File: src/logic/aid_pkg.sv
/*
 Package for the instruction decode and address unit: opcode fields,
 addressing modes, operations, lengths and reset values.
 Assumes an 8-bit CPU with a 16-bit byte address space.
*/
package aid_pkg;
    typedef enum logic [7:0] {
        AID_AM_INH = 8'h01,
        AID_AM_IMM = 8'h02,
        AID_AM_DIR = 8'h04,
        AID_AM_EXT = 8'h08,
        AID_AM_IX  = 8'h10,
        AID_AM_IX1 = 8'h20,
        AID_AM_IX2 = 8'h40,
        AID_AM_REL = 8'h80
    } aid_mode_e;

    typedef enum logic [3:0] {
        AID_OP_NONE, AID_OP_SUB, AID_OP_CMP, AID_OP_SBB, AID_OP_XCMP, AID_OP_AND,
        AID_OP_BIT, AID_OP_LDACC, AID_OP_STACC, AID_OP_XOR, AID_OP_ADC, AID_OP_OR,
        AID_OP_ADD, AID_OP_LDIDX, AID_OP_STIDX, AID_OP_MUL
    } aid_rm_e;

    typedef enum logic [3:0] {
        AID_RMW_NEG, AID_RMW_COM, AID_RMW_LSR, AID_RMW_ROR, AID_RMW_ASR,
        AID_RMW_ASL, AID_RMW_ROL, AID_RMW_DEC, AID_RMW_INC, AID_RMW_TEST,
        AID_RMW_CLR, AID_RMW_BITSET, AID_RMW_BITCLR, AID_RMW_NONE
    } aid_rmw_e;

    localparam int          AID_NUM_INSTR   = 62;
    localparam logic [7:0]  AID_ZERO_PAGE   = 8'h00;
    localparam logic [15:0] AID_PC_RESET    = 16'h0000;
    localparam logic [7:0]  AID_REG_RESET   = 8'h00;
    localparam logic [7:0]  AID_MUL_OPCODE  = 8'h42;
    localparam logic [7:0]  AID_CSET_OPCODE = 8'h99;
    localparam logic [7:0]  AID_AINC_OPCODE = 8'h4C;
    localparam logic [1:0]  AID_LEN_1       = 2'h1;
    localparam logic [1:0]  AID_LEN_2       = 2'h2;
    localparam logic [1:0]  AID_LEN_3       = 2'h3;
    localparam int          AID_HI_MSB      = 7;
    localparam int          AID_HI_LSB      = 4;
endpackage

File: src/logic/aid_alu.sv
/*
 Operation unit: unsigned multiply, register/memory arithmetic and
 read-modify-write results. Purely combinational.
 Assumes operands are stable for the cycle in which the result is used.
*/
`timescale 1ns/1ps
module aid_alu
    import aid_pkg::*;
(
    input  wire aid_rm_e    rm_op,
    input  wire aid_rmw_e   rmw_op,
    input  wire logic [2:0] bit_num,
    input  wire logic [7:0] acc,
    input  wire logic [7:0] idx,
    input  wire logic [7:0] opnd,
    input  wire logic       carry_in,
    output logic      [7:0] rm_acc,
    output logic      [7:0] rm_idx,
    output logic            rm_carry,
    output logic            rm_wr_mem,
    output logic      [7:0] rmw_val,
    output logic            rmw_carry,
    output logic            rmw_wb
);
    logic [15:0] product;
    logic [8:0]  sum;

    always_comb begin
        product   = {8'h00, acc} * {8'h00, idx};
        sum       = 9'h000;
        rm_acc    = acc;
        rm_idx    = idx;
        rm_carry  = carry_in;
        rm_wr_mem = 1'b0;
        unique case (rm_op)
            AID_OP_ADD: begin
                sum = {1'b0, acc} + {1'b0, opnd};
                rm_acc = sum[7:0];
                rm_carry = sum[8];
            end
            AID_OP_ADC: begin
                sum = {1'b0, acc} + {1'b0, opnd} + {8'h00, carry_in};
                rm_acc = sum[7:0];
                rm_carry = sum[8];
            end
            AID_OP_SUB, AID_OP_CMP: begin
                sum = {1'b0, acc} - {1'b0, opnd};
                if (rm_op == AID_OP_SUB) rm_acc = sum[7:0];
                rm_carry = sum[8];
            end
            AID_OP_SBB: begin
                sum = {1'b0, acc} - {1'b0, opnd} - {8'h00, carry_in};
                rm_acc = sum[7:0];
                rm_carry = sum[8];
            end
            AID_OP_XCMP: begin
                sum = {1'b0, idx} - {1'b0, opnd};
                rm_carry = sum[8];
            end
            AID_OP_AND: rm_acc = acc & opnd;
            AID_OP_BIT: rm_acc = acc;
            AID_OP_XOR: rm_acc = acc ^ opnd;
            AID_OP_OR: rm_acc = acc | opnd;
            AID_OP_LDACC: rm_acc = opnd;
            AID_OP_LDIDX: rm_idx = opnd;
            AID_OP_STACC, AID_OP_STIDX: rm_wr_mem = 1'b1;
            AID_OP_MUL: begin
                rm_idx = product[15:8]; // RL2
                rm_acc = product[7:0];  // RL2
                rm_carry = 1'b0;
            end
            default: rm_acc = acc;
        endcase
    end

    always_comb begin
        rmw_val   = opnd;
        rmw_carry = carry_in;
        rmw_wb    = 1'b1; // RL14
        unique case (rmw_op)
            AID_RMW_NEG: begin
                rmw_val = 8'h00 - opnd;
                rmw_carry = |opnd;
            end
            AID_RMW_COM: begin
                rmw_val = ~opnd;
                rmw_carry = 1'b1;
            end
            AID_RMW_LSR: {rmw_val, rmw_carry} = {1'b0, opnd};
            AID_RMW_ROR: {rmw_val, rmw_carry} = {carry_in, opnd};
            AID_RMW_ASR: {rmw_val, rmw_carry} = {opnd[7], opnd};
            AID_RMW_ASL: {rmw_carry, rmw_val} = {opnd, 1'b0}; // RL15
            AID_RMW_ROL: {rmw_carry, rmw_val} = {opnd, carry_in};
            AID_RMW_DEC: rmw_val = opnd - 8'h01;
            AID_RMW_INC: rmw_val = opnd + 8'h01;
            AID_RMW_TEST: rmw_wb = 1'b0; // RL17
            AID_RMW_CLR: rmw_val = 8'h00;
            AID_RMW_BITSET: rmw_val = opnd | (8'h01 << bit_num);
            AID_RMW_BITCLR: rmw_val = opnd & ~(8'h01 << bit_num);
            default: rmw_wb = 1'b0;
        endcase
    end
endmodule // aid_alu

File: src/logic/aid_core.sv
/*
 Instruction decode and effective-address unit of an 8-bit CPU.
 Fetches opcode and operand bytes, forms addresses, runs register/memory
 and read-modify-write operations. Assumes a byte-wide memory that
 answers a read in the cycle after the request (data valid one cycle later).
*/
// Function
// RL1: Sixty-two instructions over exactly eight addressing modes.
// RL2: Multiply A by X unsigned; high byte to X, low to A.
// RL3: Inherent opcodes are one byte with no operand address.
// RL4: Immediate opcodes take one data byte; no address formed.
// RL5: Direct uses one address byte with high byte zero.
// RL6: Extended takes high then low address byte, three bytes total.
// RL7: Indexed no offset uses X as address, high byte zero.
// RL8: Indexed 8-bit adds X and offset byte unsigned, two bytes.
// RL9: Indexed 16-bit adds X to high-first offset, three bytes.
// RL10: Taken branch adds signed offset to PC; else fall through.
// RL11: Relative mode only for branches, offset from next instruction.
// RL12: Register/memory ops combine A or X with a memory byte.
// RL13: Register/memory set covers add, logic, compare, loads, stores, multiply.
// RL14: Read-modify-write reads, modifies and writes back same place.
// RL15: RMW set covers shifts, clear, complement, inc, dec, negate, rotates, bits.
// RL16: Single-bit set and clear use direct addressing only.
// RL17: Negative-or-zero test never writes its operand back.
// RL18: Software avoids RMW on write-only registers.
// RL19: Indexed sums are unsigned with carry into the high byte.
`timescale 1ns/1ps
module aid_core
    import aid_pkg::*;
(
    input  wire logic        clk,
    input  wire logic        rst,
    input  wire logic [7:0]  mem_rdata,
    output logic      [15:0] mem_addr,
    output logic             mem_rd,
    output logic             mem_wr,
    output logic      [7:0]  mem_wdata,
    output logic      [7:0]  acc_out,
    output logic      [7:0]  idx_out,
    output logic      [15:0] pc_out,
    output logic             carry_out,
    output logic      [7:0]  mode_out
);
    typedef enum logic [6:0] {
        AID_ST_FETCH = 7'h01,
        AID_ST_OP1   = 7'h02,
        AID_ST_OP2   = 7'h04,
        AID_ST_READ  = 7'h08,
        AID_ST_EXEC  = 7'h10,
        AID_ST_WRITE = 7'h20,
        AID_ST_WAIT  = 7'h40
    } aid_state_e;

    aid_state_e  state_ff, nxt_state;
    logic [15:0] pc_ff, nxt_pc;
    logic [7:0]  acc_ff, nxt_acc, idx_ff, nxt_idx;
    logic        carry_ff, nxt_carry;
    logic [7:0]  opc_ff, nxt_opc, b1_ff, nxt_b1, opnd_ff, nxt_opnd;
    logic [15:0] addr_ff, nxt_addr;
    logic        rd_ff, nxt_rd, wr_ff, nxt_wr;
    logic [7:0]  wdata_ff, nxt_wdata;
    aid_mode_e   mode_ff, nxt_mode;
    aid_state_e  ret_ff, nxt_ret;

    aid_mode_e   dmode;
    aid_rm_e     rm_op;
    aid_rmw_e    rmw_op;
    logic        is_rmw, is_branch, take_branch, reg_target_x;
    logic [7:0]  rm_acc, rm_idx, rmw_val;
    logic        rm_carry, rm_wr_mem, rmw_carry, rmw_wb;

    // Addressing mode from the opcode's high nibble
    function automatic aid_mode_e mode_of(input logic [7:0] op);
        unique case (op[7:4])
            4'h0, 4'h1, 4'h3, 4'hB: mode_of = AID_AM_DIR;
            4'h2:                   mode_of = AID_AM_REL;
            4'h4, 4'h5, 4'h8, 4'h9: mode_of = AID_AM_INH;
            4'h6, 4'hE:             mode_of = AID_AM_IX1;
            4'h7, 4'hF:             mode_of = AID_AM_IX;
            4'hA:                   mode_of = AID_AM_IMM;
            4'hC:                   mode_of = AID_AM_EXT;
            default:                mode_of = AID_AM_IX2;
        endcase
    endfunction

    // Bytes an opcode occupies
    function automatic logic [1:0] len_of(input aid_mode_e m);
        unique case (m)
            AID_AM_INH, AID_AM_IX:                         len_of = AID_LEN_1; // RL3 RL7
            AID_AM_IMM, AID_AM_DIR, AID_AM_IX1, AID_AM_REL: len_of = AID_LEN_2; // RL4 RL5 RL8
            default:                                       len_of = AID_LEN_3; // RL6 RL9
        endcase
    endfunction

    assign dmode = mode_of(opc_ff); // RL1
    assign is_branch = (opc_ff[7:4] == 4'h2); // RL11
    assign is_rmw = (opc_ff[7:4] <= 4'h7) && !is_branch && (opc_ff[7:4] != 4'h0);
    assign reg_target_x = (opc_ff[7:4] == 4'h5);

    // Branch always and conditions on carry only; others fall through here
    always_comb begin
        unique case (opc_ff[3:0])
            4'h0:    take_branch = 1'b1;
            4'h4:    take_branch = !carry_ff;
            4'h5:    take_branch = carry_ff;
            default: take_branch = 1'b0;
        endcase
    end

    always_comb begin
        rm_op = AID_OP_NONE;
        if (opc_ff == AID_MUL_OPCODE) begin
            rm_op = AID_OP_MUL;
        end else if (opc_ff[7:4] >= 4'hA) begin // RL12 RL13
            unique case (opc_ff[3:0])
                4'h0: rm_op = AID_OP_SUB;
                4'h1: rm_op = AID_OP_CMP;
                4'h2: rm_op = AID_OP_SBB;
                4'h3: rm_op = AID_OP_XCMP;
                4'h4: rm_op = AID_OP_AND;
                4'h5: rm_op = AID_OP_BIT;
                4'h6: rm_op = AID_OP_LDACC;
                4'h7: rm_op = AID_OP_STACC;
                4'h8: rm_op = AID_OP_XOR;
                4'h9: rm_op = AID_OP_ADC;
                4'hA: rm_op = AID_OP_OR;
                4'hB: rm_op = AID_OP_ADD;
                4'hE: rm_op = AID_OP_LDIDX;
                4'hF: rm_op = AID_OP_STIDX;
                default: rm_op = AID_OP_NONE;
            endcase
        end
    end

    always_comb begin
        rmw_op = AID_RMW_NONE;
        if (opc_ff[7:4] == 4'h1) begin
            rmw_op = opc_ff[0] ? AID_RMW_BITCLR : AID_RMW_BITSET; // RL16
        end else if (is_rmw) begin // RL15
            unique case (opc_ff[3:0])
                4'h0: rmw_op = AID_RMW_NEG;
                4'h3: rmw_op = AID_RMW_COM;
                4'h4: rmw_op = AID_RMW_LSR;
                4'h6: rmw_op = AID_RMW_ROR;
                4'h7: rmw_op = AID_RMW_ASR;
                4'h8: rmw_op = AID_RMW_ASL;
                4'h9: rmw_op = AID_RMW_ROL;
                4'hA: rmw_op = AID_RMW_DEC;
                4'hC: rmw_op = AID_RMW_INC;
                4'hD: rmw_op = AID_RMW_TEST;
                4'hF: rmw_op = AID_RMW_CLR;
                default: rmw_op = AID_RMW_NONE;
            endcase
        end
    end

    aid_alu u_alu (
        .rm_op     (rm_op),
        .rmw_op    (rmw_op),
        .bit_num   (opc_ff[3:1]),
        .acc       (acc_ff),
        .idx       (idx_ff),
        .opnd      (opnd_ff),
        .carry_in  (carry_ff),
        .rm_acc    (rm_acc),
        .rm_idx    (rm_idx),
        .rm_carry  (rm_carry),
        .rm_wr_mem (rm_wr_mem),
        .rmw_val   (rmw_val),
        .rmw_carry (rmw_carry),
        .rmw_wb    (rmw_wb)
    );

    always_comb begin
        nxt_state = state_ff;
        nxt_pc    = pc_ff;
        nxt_acc   = acc_ff;
        nxt_idx   = idx_ff;
        nxt_carry = carry_ff;
        nxt_opc   = opc_ff;
        nxt_b1    = b1_ff;
        nxt_opnd  = opnd_ff;
        nxt_addr  = addr_ff;
        nxt_rd    = 1'b0;
        nxt_wr    = 1'b0;
        nxt_wdata = wdata_ff;
        nxt_mode  = mode_ff;
        nxt_ret   = ret_ff;
        unique case (state_ff)
            AID_ST_FETCH: begin
                nxt_addr  = pc_ff;
                nxt_rd    = 1'b1;
                nxt_pc    = pc_ff + 16'h0001;
                nxt_ret   = AID_ST_OP1;
                nxt_state = AID_ST_WAIT;
            end
            AID_ST_WAIT: begin
                nxt_state = ret_ff;
            end
            AID_ST_OP1: begin
                if (ret_ff == AID_ST_OP1 && !rd_ff) begin
                    nxt_opc  = mem_rdata;
                    nxt_mode = mode_of(mem_rdata);
                end
                nxt_ret = AID_ST_OP2;
                if (len_of(mode_of(mem_rdata)) == AID_LEN_1) begin
                    nxt_state = AID_ST_READ;
                end else begin
                    nxt_addr  = pc_ff;
                    nxt_rd    = 1'b1;
                    nxt_pc    = pc_ff + 16'h0001;
                    nxt_state = AID_ST_WAIT;
                end
            end
            AID_ST_OP2: begin
                nxt_b1 = mem_rdata;
                if (len_of(dmode) == AID_LEN_3) begin
                    nxt_addr  = pc_ff;
                    nxt_rd    = 1'b1;
                    nxt_pc    = pc_ff + 16'h0001;
                    nxt_ret   = AID_ST_READ;
                    nxt_state = AID_ST_WAIT;
                end else begin
                    nxt_state = AID_ST_READ;
                end
            end
            AID_ST_READ: begin
                nxt_state = AID_ST_EXEC;
                unique case (dmode)
                    AID_AM_INH: nxt_opnd = reg_target_x ? idx_ff : acc_ff; // RL3
                    AID_AM_IMM: nxt_opnd = b1_ff; // RL4
                    AID_AM_REL: nxt_opnd = b1_ff;
                    AID_AM_DIR: nxt_addr = {AID_ZERO_PAGE, b1_ff}; // RL5
                    AID_AM_EXT: nxt_addr = {b1_ff, mem_rdata}; // RL6
                    AID_AM_IX:  nxt_addr = {AID_ZERO_PAGE, idx_ff}; // RL7
                    AID_AM_IX1: nxt_addr = {8'h00, b1_ff} + {8'h00, idx_ff}; // RL8 RL19
                    default:    nxt_addr = {b1_ff, mem_rdata} + {8'h00, idx_ff}; // RL9 RL19
                endcase
                if (dmode inside {AID_AM_DIR, AID_AM_EXT, AID_AM_IX, AID_AM_IX1,
                                  AID_AM_IX2} && !(rm_op inside {AID_OP_STACC, AID_OP_STIDX})) begin
                    nxt_rd    = 1'b1;
                    nxt_ret   = AID_ST_EXEC;
                    nxt_state = AID_ST_WAIT;
                end
            end
            AID_ST_EXEC: begin
                nxt_state = AID_ST_FETCH;
                if (ret_ff == AID_ST_EXEC) begin
                    nxt_opnd = mem_rdata;
                    nxt_ret  = AID_ST_WRITE;
                    nxt_state = AID_ST_EXEC;
                end else if (is_branch) begin
                    if (take_branch) begin
                        nxt_pc = pc_ff + {{8{b1_ff[7]}}, b1_ff}; // RL10 RL11
                    end
                end else if (opc_ff == AID_CSET_OPCODE) begin
                    nxt_carry = 1'b1; // RL3
                end else if (rmw_op != AID_RMW_NONE) begin
                    nxt_carry = rmw_carry;
                    if (rmw_wb) begin // RL14 RL17
                        if (dmode == AID_AM_INH) begin
                            if (reg_target_x) nxt_idx = rmw_val;
                            else nxt_acc = rmw_val;
                        end else begin
                            nxt_wdata = rmw_val;
                            nxt_state = AID_ST_WRITE;
                        end
                    end
                end else if (rm_op != AID_OP_NONE) begin
                    nxt_acc   = rm_acc;
                    nxt_idx   = rm_idx;
                    nxt_carry = rm_carry;
                    if (rm_wr_mem) begin
                        nxt_wdata = (rm_op == AID_OP_STIDX) ? idx_ff : acc_ff;
                        nxt_state = AID_ST_WRITE;
                    end
                end
            end
            AID_ST_WRITE: begin
                nxt_wr    = 1'b1;
                nxt_ret   = AID_ST_FETCH;
                nxt_state = AID_ST_FETCH;
            end
            default: nxt_state = AID_ST_FETCH;
        endcase
    end

    always_ff @(posedge clk or posedge rst) begin
        if (rst) begin
            state_ff <= AID_ST_FETCH;
            pc_ff    <= AID_PC_RESET;
            acc_ff   <= AID_REG_RESET;
            idx_ff   <= AID_REG_RESET;
            carry_ff <= 1'b0;
            opc_ff   <= AID_REG_RESET;
            b1_ff    <= AID_REG_RESET;
            opnd_ff  <= AID_REG_RESET;
            addr_ff  <= AID_PC_RESET;
            rd_ff    <= 1'b0;
            wr_ff    <= 1'b0;
            wdata_ff <= AID_REG_RESET;
            mode_ff  <= AID_AM_INH;
            ret_ff   <= AID_ST_FETCH;
        end else begin
            state_ff <= nxt_state;
            pc_ff    <= nxt_pc;
            acc_ff   <= nxt_acc;
            idx_ff   <= nxt_idx;
            carry_ff <= nxt_carry;
            opc_ff   <= nxt_opc;
            b1_ff    <= nxt_b1;
            opnd_ff  <= nxt_opnd;
            addr_ff  <= nxt_addr;
            rd_ff    <= nxt_rd;
            wr_ff    <= nxt_wr;
            wdata_ff <= nxt_wdata;
            mode_ff  <= nxt_mode;
            ret_ff   <= nxt_ret;
        end
    end

    assign mem_addr  = addr_ff;
    assign mem_rd    = rd_ff;
    assign mem_wr    = wr_ff;
    assign mem_wdata = wdata_ff;
    assign acc_out   = acc_ff;
    assign idx_out   = idx_ff;
    assign pc_out    = pc_ff;
    assign carry_out = carry_ff;
    assign mode_out  = mode_ff;

    ix1_range_a: assert property (@(posedge clk) disable iff (rst) // RL8
        (state_ff == AID_ST_READ && dmode == AID_AM_IX1) |=>
        (addr_ff == {8'h00, $past(b1_ff)} + {8'h00, $past(idx_ff)}))
        else $error("indexed 8-bit address wrong");
    dir_page_a: assert property (@(posedge clk) disable iff (rst) // RL5
        (state_ff == AID_ST_READ && dmode == AID_AM_DIR) |=> (addr_ff[15:8] == 8'h00))
        else $error("direct high byte not zero");
    ix_page_a: assert property (@(posedge clk) disable iff (rst) // RL7
        (state_ff == AID_ST_READ && dmode == AID_AM_IX) |=> (addr_ff == {8'h00, $past(idx_ff)}))
        else $error("indexed address wrong");
    mul_result_a: assert property (@(posedge clk) disable iff (rst) // RL2
        (state_ff == AID_ST_EXEC && ret_ff != AID_ST_EXEC && rm_op == AID_OP_MUL) |=>
        ({idx_ff, acc_ff} == $past(acc_ff) * $past(idx_ff)))
        else $error("multiply result wrong");
    test_nowrite_a: assert property (@(posedge clk) disable iff (rst) // RL17
        (state_ff == AID_ST_EXEC && ret_ff != AID_ST_EXEC && rmw_op == AID_RMW_TEST) |=>
        ##1 !mem_wr)
        else $error("test wrote back");
    branch_pc_a: assert property (@(posedge clk) disable iff (rst) // RL10
        (state_ff == AID_ST_EXEC && ret_ff != AID_ST_EXEC && is_branch && !take_branch) |=>
        $stable(pc_ff))
        else $error("untaken branch moved pc");
    ext_order_a: assert property (@(posedge clk) disable iff (rst) // RL6
        (state_ff == AID_ST_READ && dmode == AID_AM_EXT) |=>
        (addr_ff == {$past(b1_ff), $past(mem_rdata)}))
        else $error("extended address order wrong");
    rmw_write_a: assert property (@(posedge clk) disable iff (rst) // RL14
        (state_ff == AID_ST_WRITE) |=> mem_wr ##1 (state_ff inside {AID_ST_WAIT, AID_ST_FETCH}))
        else $error("write-back missing");
endmodule // aid_core

File: config.mk
export PLATFORM = sky130hd
export DESIGN_NAME = aid_core
export DESIGN_NICKNAME = d
export VERILOG_FILES = /design/src/logic/aid_pkg.sv /design/src/logic/aid_alu.sv /design/src/logic/aid_core.sv
export SDC_FILE = /design/constraint.sdc
export NUM_CORES = 1
export LEC_CHECK = 0
export ABC_AREA = 1
export BUFFER_PORTS_ARGS = -buffer_cell sky130_fd_sc_hd__buf_2
export CAP_MARGIN = 20
export CORE_ASPECT_RATIO = 1.1
export CORE_MARGIN = 3
export CORE_UTILIZATION = 65
export DETAILED_ROUTE_END_ITERATION = 12
export GPL_ROUTABILITY_DRIVEN = 1
export PLACE_DENSITY = 0.86
export REMOVE_ABC_BUFFERS = 1
export SYNTH_ARGS = -nofsm -noshare
export SYNTH_HDL_FRONTEND = slang
export SYNTH_SLANG_ARGS = --single-unit
File: constraint.sdc
create_clock -name clk -period 7.9 [get_ports clk]
set_clock_uncertainty 0.1 [all_clocks]
set_input_delay 0.79 -clock clk [delete_from_list [all_inputs] [get_ports clk]]
set_output_delay 0.79 -clock clk [all_outputs]
set_load 0.1 [all_outputs]
* Word level (Yosys, flattened, before mapping)
Memory sizes are Yosys's and may differ from the RTL's. A register that Yosys moved wholly into a read port is not among the register bits.
Cells that the tools add are included.
** Storage, ports and cells
- Register bits after elaboration :: 97
- Bits in read-only memories :: 512
- Output and inout port bits :: 67
- Word-level logic and storage cells :: 236
- Memories :: 5
** Memory list
- (no name shown) :: depth 16, bits a word 8, rd ports 1, clocked after Yosys merged registers in 1, write ports 0, line aid_core.sv:74 : unique case (op[7:4])
- (no name shown) :: depth 16, bits a word 8, rd ports 1, clocked after Yosys merged registers in 0, write ports 0, line aid_core.sv:74
- (no name shown) :: depth 16, bits a word 8, rd ports 1, clocked after Yosys merged registers in 0, write ports 0, line aid_core.sv:74
- (no name shown) :: depth 16, bits a word 4, rd ports 1, clocked after Yosys merged registers in 0, write ports 0, line aid_core.sv:140 : unique case (opc_ff[3:0])
- (no name shown) :: depth 16, bits a word 4, rd ports 1, clocked after Yosys merged registers in 0, write ports 0, line aid_core.sv:115 : unique case (opc_ff[3:0])
** Operators by class
- Add/sub/neg operators :: 12
- $mul :: 1
- Magnitude comparators :: 2
- Eq/ne operators :: 74
- Shifts and indexed selects :: 1
- Muxes and demuxes :: 73
- Bitwise logic cells :: 10
- Reduce and logical (&&, ||, !) cells :: 45
** Operators by type and width (number)
- 8-bit two-way mux :: 20
- 16-bit one-hot mux with 4 select lines :: 2
- 16-bit two-way mux :: 7
- 8-bit one-hot mux with 12 select lines :: 1
- 7-bit one-hot mux with 6 select lines :: 2
- 16-bit one-hot mux with 5 select lines :: 1
- 8-bit one-hot mux with 9 select lines :: 1
- 7-bit two-way mux :: 10
- 4-bit == test (second input constant) :: 12
- 8-bit one-hot mux with 2 select lines :: 3
- 4-bit by 3-bit == test with 1-bit output (second input constant) :: 10
- 8-bit == test (second input constant) :: 3
- 6-bit two-way mux :: 4
- 2-bit inequality test (second input constant) :: 12
- 4-bit by 2-bit == test with 1-bit output (second input constant) :: 5
- 8-bit by 8-bit adder with 9-bit output :: 2
- 8-bit by 8-bit subtractor with 9-bit output :: 2
- 16-bit by 1-bit adder with 16-bit output (second input constant) :: 1
- 16-bit adder :: 1
- 16-bit by 8-bit adder with 16-bit output :: 1
- 8-bit AND :: 2
- 8-bit by 1-bit == test with 1-bit output (second input constant) :: 2
- 8-bit by 2-bit == test with 1-bit output (second input constant) :: 2
- 8-bit by 3-bit == test with 1-bit output (second input constant) :: 2
- other kinds (62) :: 110

* Longest topological paths before layout
- Depth in word-level cells :: 15
- Mapped depth :: 25
- Mapped depth without buffers :: 25

* Hierarchy
Synthesis repeated with hierarchy kept, for this count alone.
** Second synthesis, totals
- Cells, all modules :: 2053
- Area, all modules :: 13116.3 um2
** Modules (own cells, without submodules)
- aid_core :: times used 1, cells an instance 1117, area each 7636.1 um2, sequential area each 2606.2 um2
- aid_alu :: times used 1, cells an instance 936, area each 5480.3 um2, sequential area each 0.0 um2

* Least setup slack after synthesis
OpenSTA, ideal clock, no wires.
- Path kind :: reg2reg
- Start :: reg acc_ff[1], in the netlist acc_out[1]
- End :: reg idx_ff[4], in the netlist idx_out[4]
- Data arrival time :: 5052 ps
- Data required time :: 7735 ps
- Slack :: 2682 ps
- Cell stages (with the launch flop) :: 22
- Buffers on the path :: 1
- Clock period less this slack :: 5218 ps
- Path through :: dfrtp_1 clkbuf_1 nand2_1 fa_1 fa_1 inv_1 fa_1 inv_1 fa_1 inv_1 ha_1 nand2_1 inv_1 a21oi_1 o21ai_0 a21oi_1 or2_2 nand3_1 nand2_1 nand2_1 nand2_1 nand2_1
** On the way
- Longest elaborated chain between the ends :: 4
** RTL lines
- from (decl) :: line aid_core.sv:56 : logic [7:0] acc_ff, nxt_acc, idx_ff, nxt_idx;
- from (signal assigned) :: line aid_core.sv:307 : acc_ff <= nxt_acc;
- 8-bit by 8-bit multiplier with 16-bit output :: line aid_alu.sv:29 : product = {8'h00, acc} * {8'h00, idx};
- 8-bit one-hot mux with 2 select lines :: line aid_alu.sv:35 : unique case (rm_op)
- 8-bit two-way mux :: line aid_core.sv:269 : end else if (rm_op != AID_OP_NONE) begin
- 8-bit two-way mux :: line aid_core.sv:258 : end else if (rmw_op != AID_RMW_NONE) begin
- to (signal assigned) :: line aid_core.sv:308 : idx_ff <= nxt_idx;
- to (decl) :: line aid_core.sv:56
No other way between the ends. The select of a mux whose other input is x is not followed.
A chain may end at the register's enable or synchronous reset.

* Worst setup path in the final report
- Start :: reg idx_ff[4], in the netlist idx_out[4]
- End :: reg idx_ff[4], in the netlist idx_out[4]
** On the way
- Longest elaborated chain between the ends :: 4
** RTL lines (line)
- 8-bit by 8-bit multiplier with 16-bit output :: aid_alu.sv:29
- 8-bit one-hot mux with 2 select lines :: aid_alu.sv:35
- 8-bit two-way mux :: aid_core.sv:269
- 8-bit two-way mux :: aid_core.sv:258
No other way between the ends. The select of a mux whose other input is x is not followed.

==> flow_summary.json <==
{
  "slowest_stage": "dfrtp_1",
  "grt_pass1_vias": 13100,
  "cts_hold_buf": 0,
  "synth_seq_cells": 104,
  "wl_per_cell_um": 19.1,
  "synth-async-reset-ratio_pct": 100,
  "yosysWarnings": 0,
  "clk_latency_ns": 0.37,
  "p_total_uw": 5680,
  "areaGrowthSynthToFinish_pct": 6.27,
  "critPathLaunchType": "flip-flop",
  "synth.cell_area_um2": 12900,
  "hpwl_um": 34600,
  "core_um2": 19300,
  "synth_cell_types": 51,
  "synth.most_common_cell": "nand2_1",
  "post-place-ws_ns": 2.94,
  "path_common_cell": "nand2_1",
  "yosys.area_share.adder_pct": 17.8,
  "synth-simple-area-share_pct": 33.1,
  "finalCritPeriodShare_pct": 64.2,
  "setup_viol": 0,
  "synth-xor-area-share_pct": 2.24,
  "synth_top_family_by_area": "simple AND/OR/NAND/NOR gates",
  "relSlewSlack_pct": 22.1,
  "grt_max_degree": 55,
  "clockRootBuffer": "clkbuf_16",
  "drive_gt1_share_pct": 8.19,
  "clock_path_buffers": 2,
  "hold_path.class": "flip-flop to flip-flop",
  "dr_total_vias": 14000,
  "h-tree-depth": 3,
  "diodes": 0,
  "synth_cells": 2032,
  "power_density_nw_per_um2": 415,
  "cp_slowest_stage_delay_ns": 0.77,
  "max_cap_violations": 0,
  "fin_cells": 2323,
  "placed_cell_area_um2": 13400,
  "synth.top_cells.by_count": "nand2_1, inv_1, nor2_1",
  "synthMuxAreaShare_pct": 0,
  "cts_sinks": 104,
  "io_buffers": 76,
  "end_kind": "flip-flop",
  "clk_pin_slew_ns": 0.09,
  "vias_per_cell": 6.04,
  "dieArea_um2": 21500,
  "grt_first_pass_wirelength_um": 69900,
  "die_x_um": 140,
  "crit_chain": "nand2_1 -> fa_1 -> fa_1 -> inv_1 -> fa_1 -> inv_1 -> fa_1 -> inv_1 -> ha_1 -> nand2_1 -> inv_1 -> a21oi_1 -> o21ai_0 -> a21oi_1 -> or2_2 -> nand3_1 -> nand2_1 -> nand2_1 -> nand2_1 -> nand2_1",
  "ios": 77,
  "reg2reg_setup_slack_ns": 2.83,
  "seq_area_frac_synth_pct": 20.2,
  "yosys.area.top_type": "dfrtp_1",
  "first_iter_violations": 1542,
  "slew_viol_final": 0,
  "hold_viol_final": 0,
  "outcome": "completed",
  "avgSynthCellArea_um2": 6.34,
  "dp.cells": 2307,
  "critical_path_class": "flip-flop to flip-flop",
  "start_util_pct": 66.7,
  "die_h_um": 154,
  "ir_drop_v": 0.000380,
  "cp_max_fo": 16,
  "fin_tns_setup_ns": 0,
  "synth_area_leaders": "dfrtp_1, nand2_1, ha_1",
  "yosysTopAreaCellShare_pct": 19.6,
  "drtAntennaViolNets": 0,
  "numCtsBuffers": 9,
  "synth_edf_count": 0,
  "totalWireLength_um": 44400,
  "crit_required_ns": 8.12,
  "nets": 2239,
  "worst_slack_ns": 2.83,
  "gr-total-overflow": 0,
  "place_congestion": 1.08,
  "arrival_ns": 5.29,
  "fmax_ghz": 0.197,
  "dr.pass1.iters": 6,
  "postCtsSetupRepairBufs": 0,
  "leakage_uw": 0.00797,
  "cts_tree": "yes",
  "cts.repair.resized": 0,
  "drc": 0,
  "grt_antenna_before_repair": 0,
  "synth-compound-area-share_pct": 14.9,
  "rsz0062_at_grt": "false",
  "num_rows": 53,
  "synthFlopType": "dfrtp_1",
  "worst_pin_slew_ns": 1.16,
  "period_needed_ns": 5.07,
  "final_cell_area_um2": 13700,
  "grt_usage_pct": 40.6
}
[logic make-up (layout without fill, tap and decap cells)]
logic type / after synthesis / after routing
xor gates and xnor gates: 33 / 33
AOI/OAI and AO/OA: 348 / 348
adders and majority gates: 158 / 158
DFF: 104 / 104
buffers and inverters: 391 / 435
and+or+nand+nor: 998 / 998
[critical path: cells and delay by family (launching register included)]
kind | cells | cell delay (ns)
compound gates | 3 | 0.59
fa+ha+maj | 5 | 2.46
buf+inv | 4 | 0.21
flops | 1 | 0.77
simple gates | 8 | 0.86
[final timing paths]
kind                              from           end  depth (start not counted)
max                         idx_out[4]    idx_out[4]                         20
min                        mode_out[3]   mode_out[3]                          2
max reg2reg                 idx_out[4]    idx_out[4]                         20
min reg2reg                mode_out[3]   mode_out[3]                          2
max in group asynchronous          rst  mem_addr[14]                          3
min in group asynchronous          rst   mode_out[4]                          2
[state kept, by name (all words and copies together), names as in the netlist]
signal / count
mem_addr: 16
pc_out: 16
acc_out: 8
b1_ff: 8
idx_out: 8
mem_wdata: 8
mode_out: 8
opc_ff: 8
opnd_ff: 8
state_ff: 7
ret_ff: 6
carry_out: 1
mem_rd: 1
mem_wr: 1
[cell type report]
type                            instances  area (µm²)
Timing Repair Buffer                   82         425
Multi-Input combinational cell       1537        8760
Fill cell                            1682        5610
Inverter                              337        1270
Sequential cell                       104        2610
Clock inverter                          7        85.1
Clock buffer                            9         225
Tap cell                              247         309
[metal layers]
layer	track usage [%]	up-vias	routed length, µm
met1	51.3	6448	16500
met2	68.1	783	20800
met5	0	-	0
met4	23.0	0	2970
met3	3.79	187	4050
li1	-	6620	-
[power by group]
group / total [µW] / internal [µW] / leakage [µW] / switching [µW]
registers: 969 / 689 / 0.00132 / 280
logic: 4240 / 1060 / 0.00649 / 3180
clock network: 470 / 228 / 0.000152 / 243
[through the flow]
| stage | util, % | hold slack, ns |
|---|---|---|
| final | 70.9 | 0.381 |
| after global routing | 70.9 | 0.419 |
| after CTS | 70.9 | 0.383 |
| after detailed placement | 69.3 | 0.360 |
| after global placement | 69.3 | 0.358 |
| after floorplan | - | 0.342 |
[cells in the final DEF, fill, tap and decap left out, types with 7 or more instances in the layout]
master and n:
a21oi_1 122, a31oi_1 7, buf_2 76, clkbuf_16 9
dfrtp_1 101, fa_1 42, ha_1 116, inv_1 312
inv_2 19, nand2_1 579, nand2_2 12, nand3_1 150
nand4_1 30, nor2_1 169, nor3_1 20, o211ai_1 10
o21ai_0 149, o21ai_1 9, o221ai_1 11, o22ai_1 14
or2_2 8, xnor2_1 7, xor2_1 26
No activity file was read; power rests on OpenSTA's default activity.
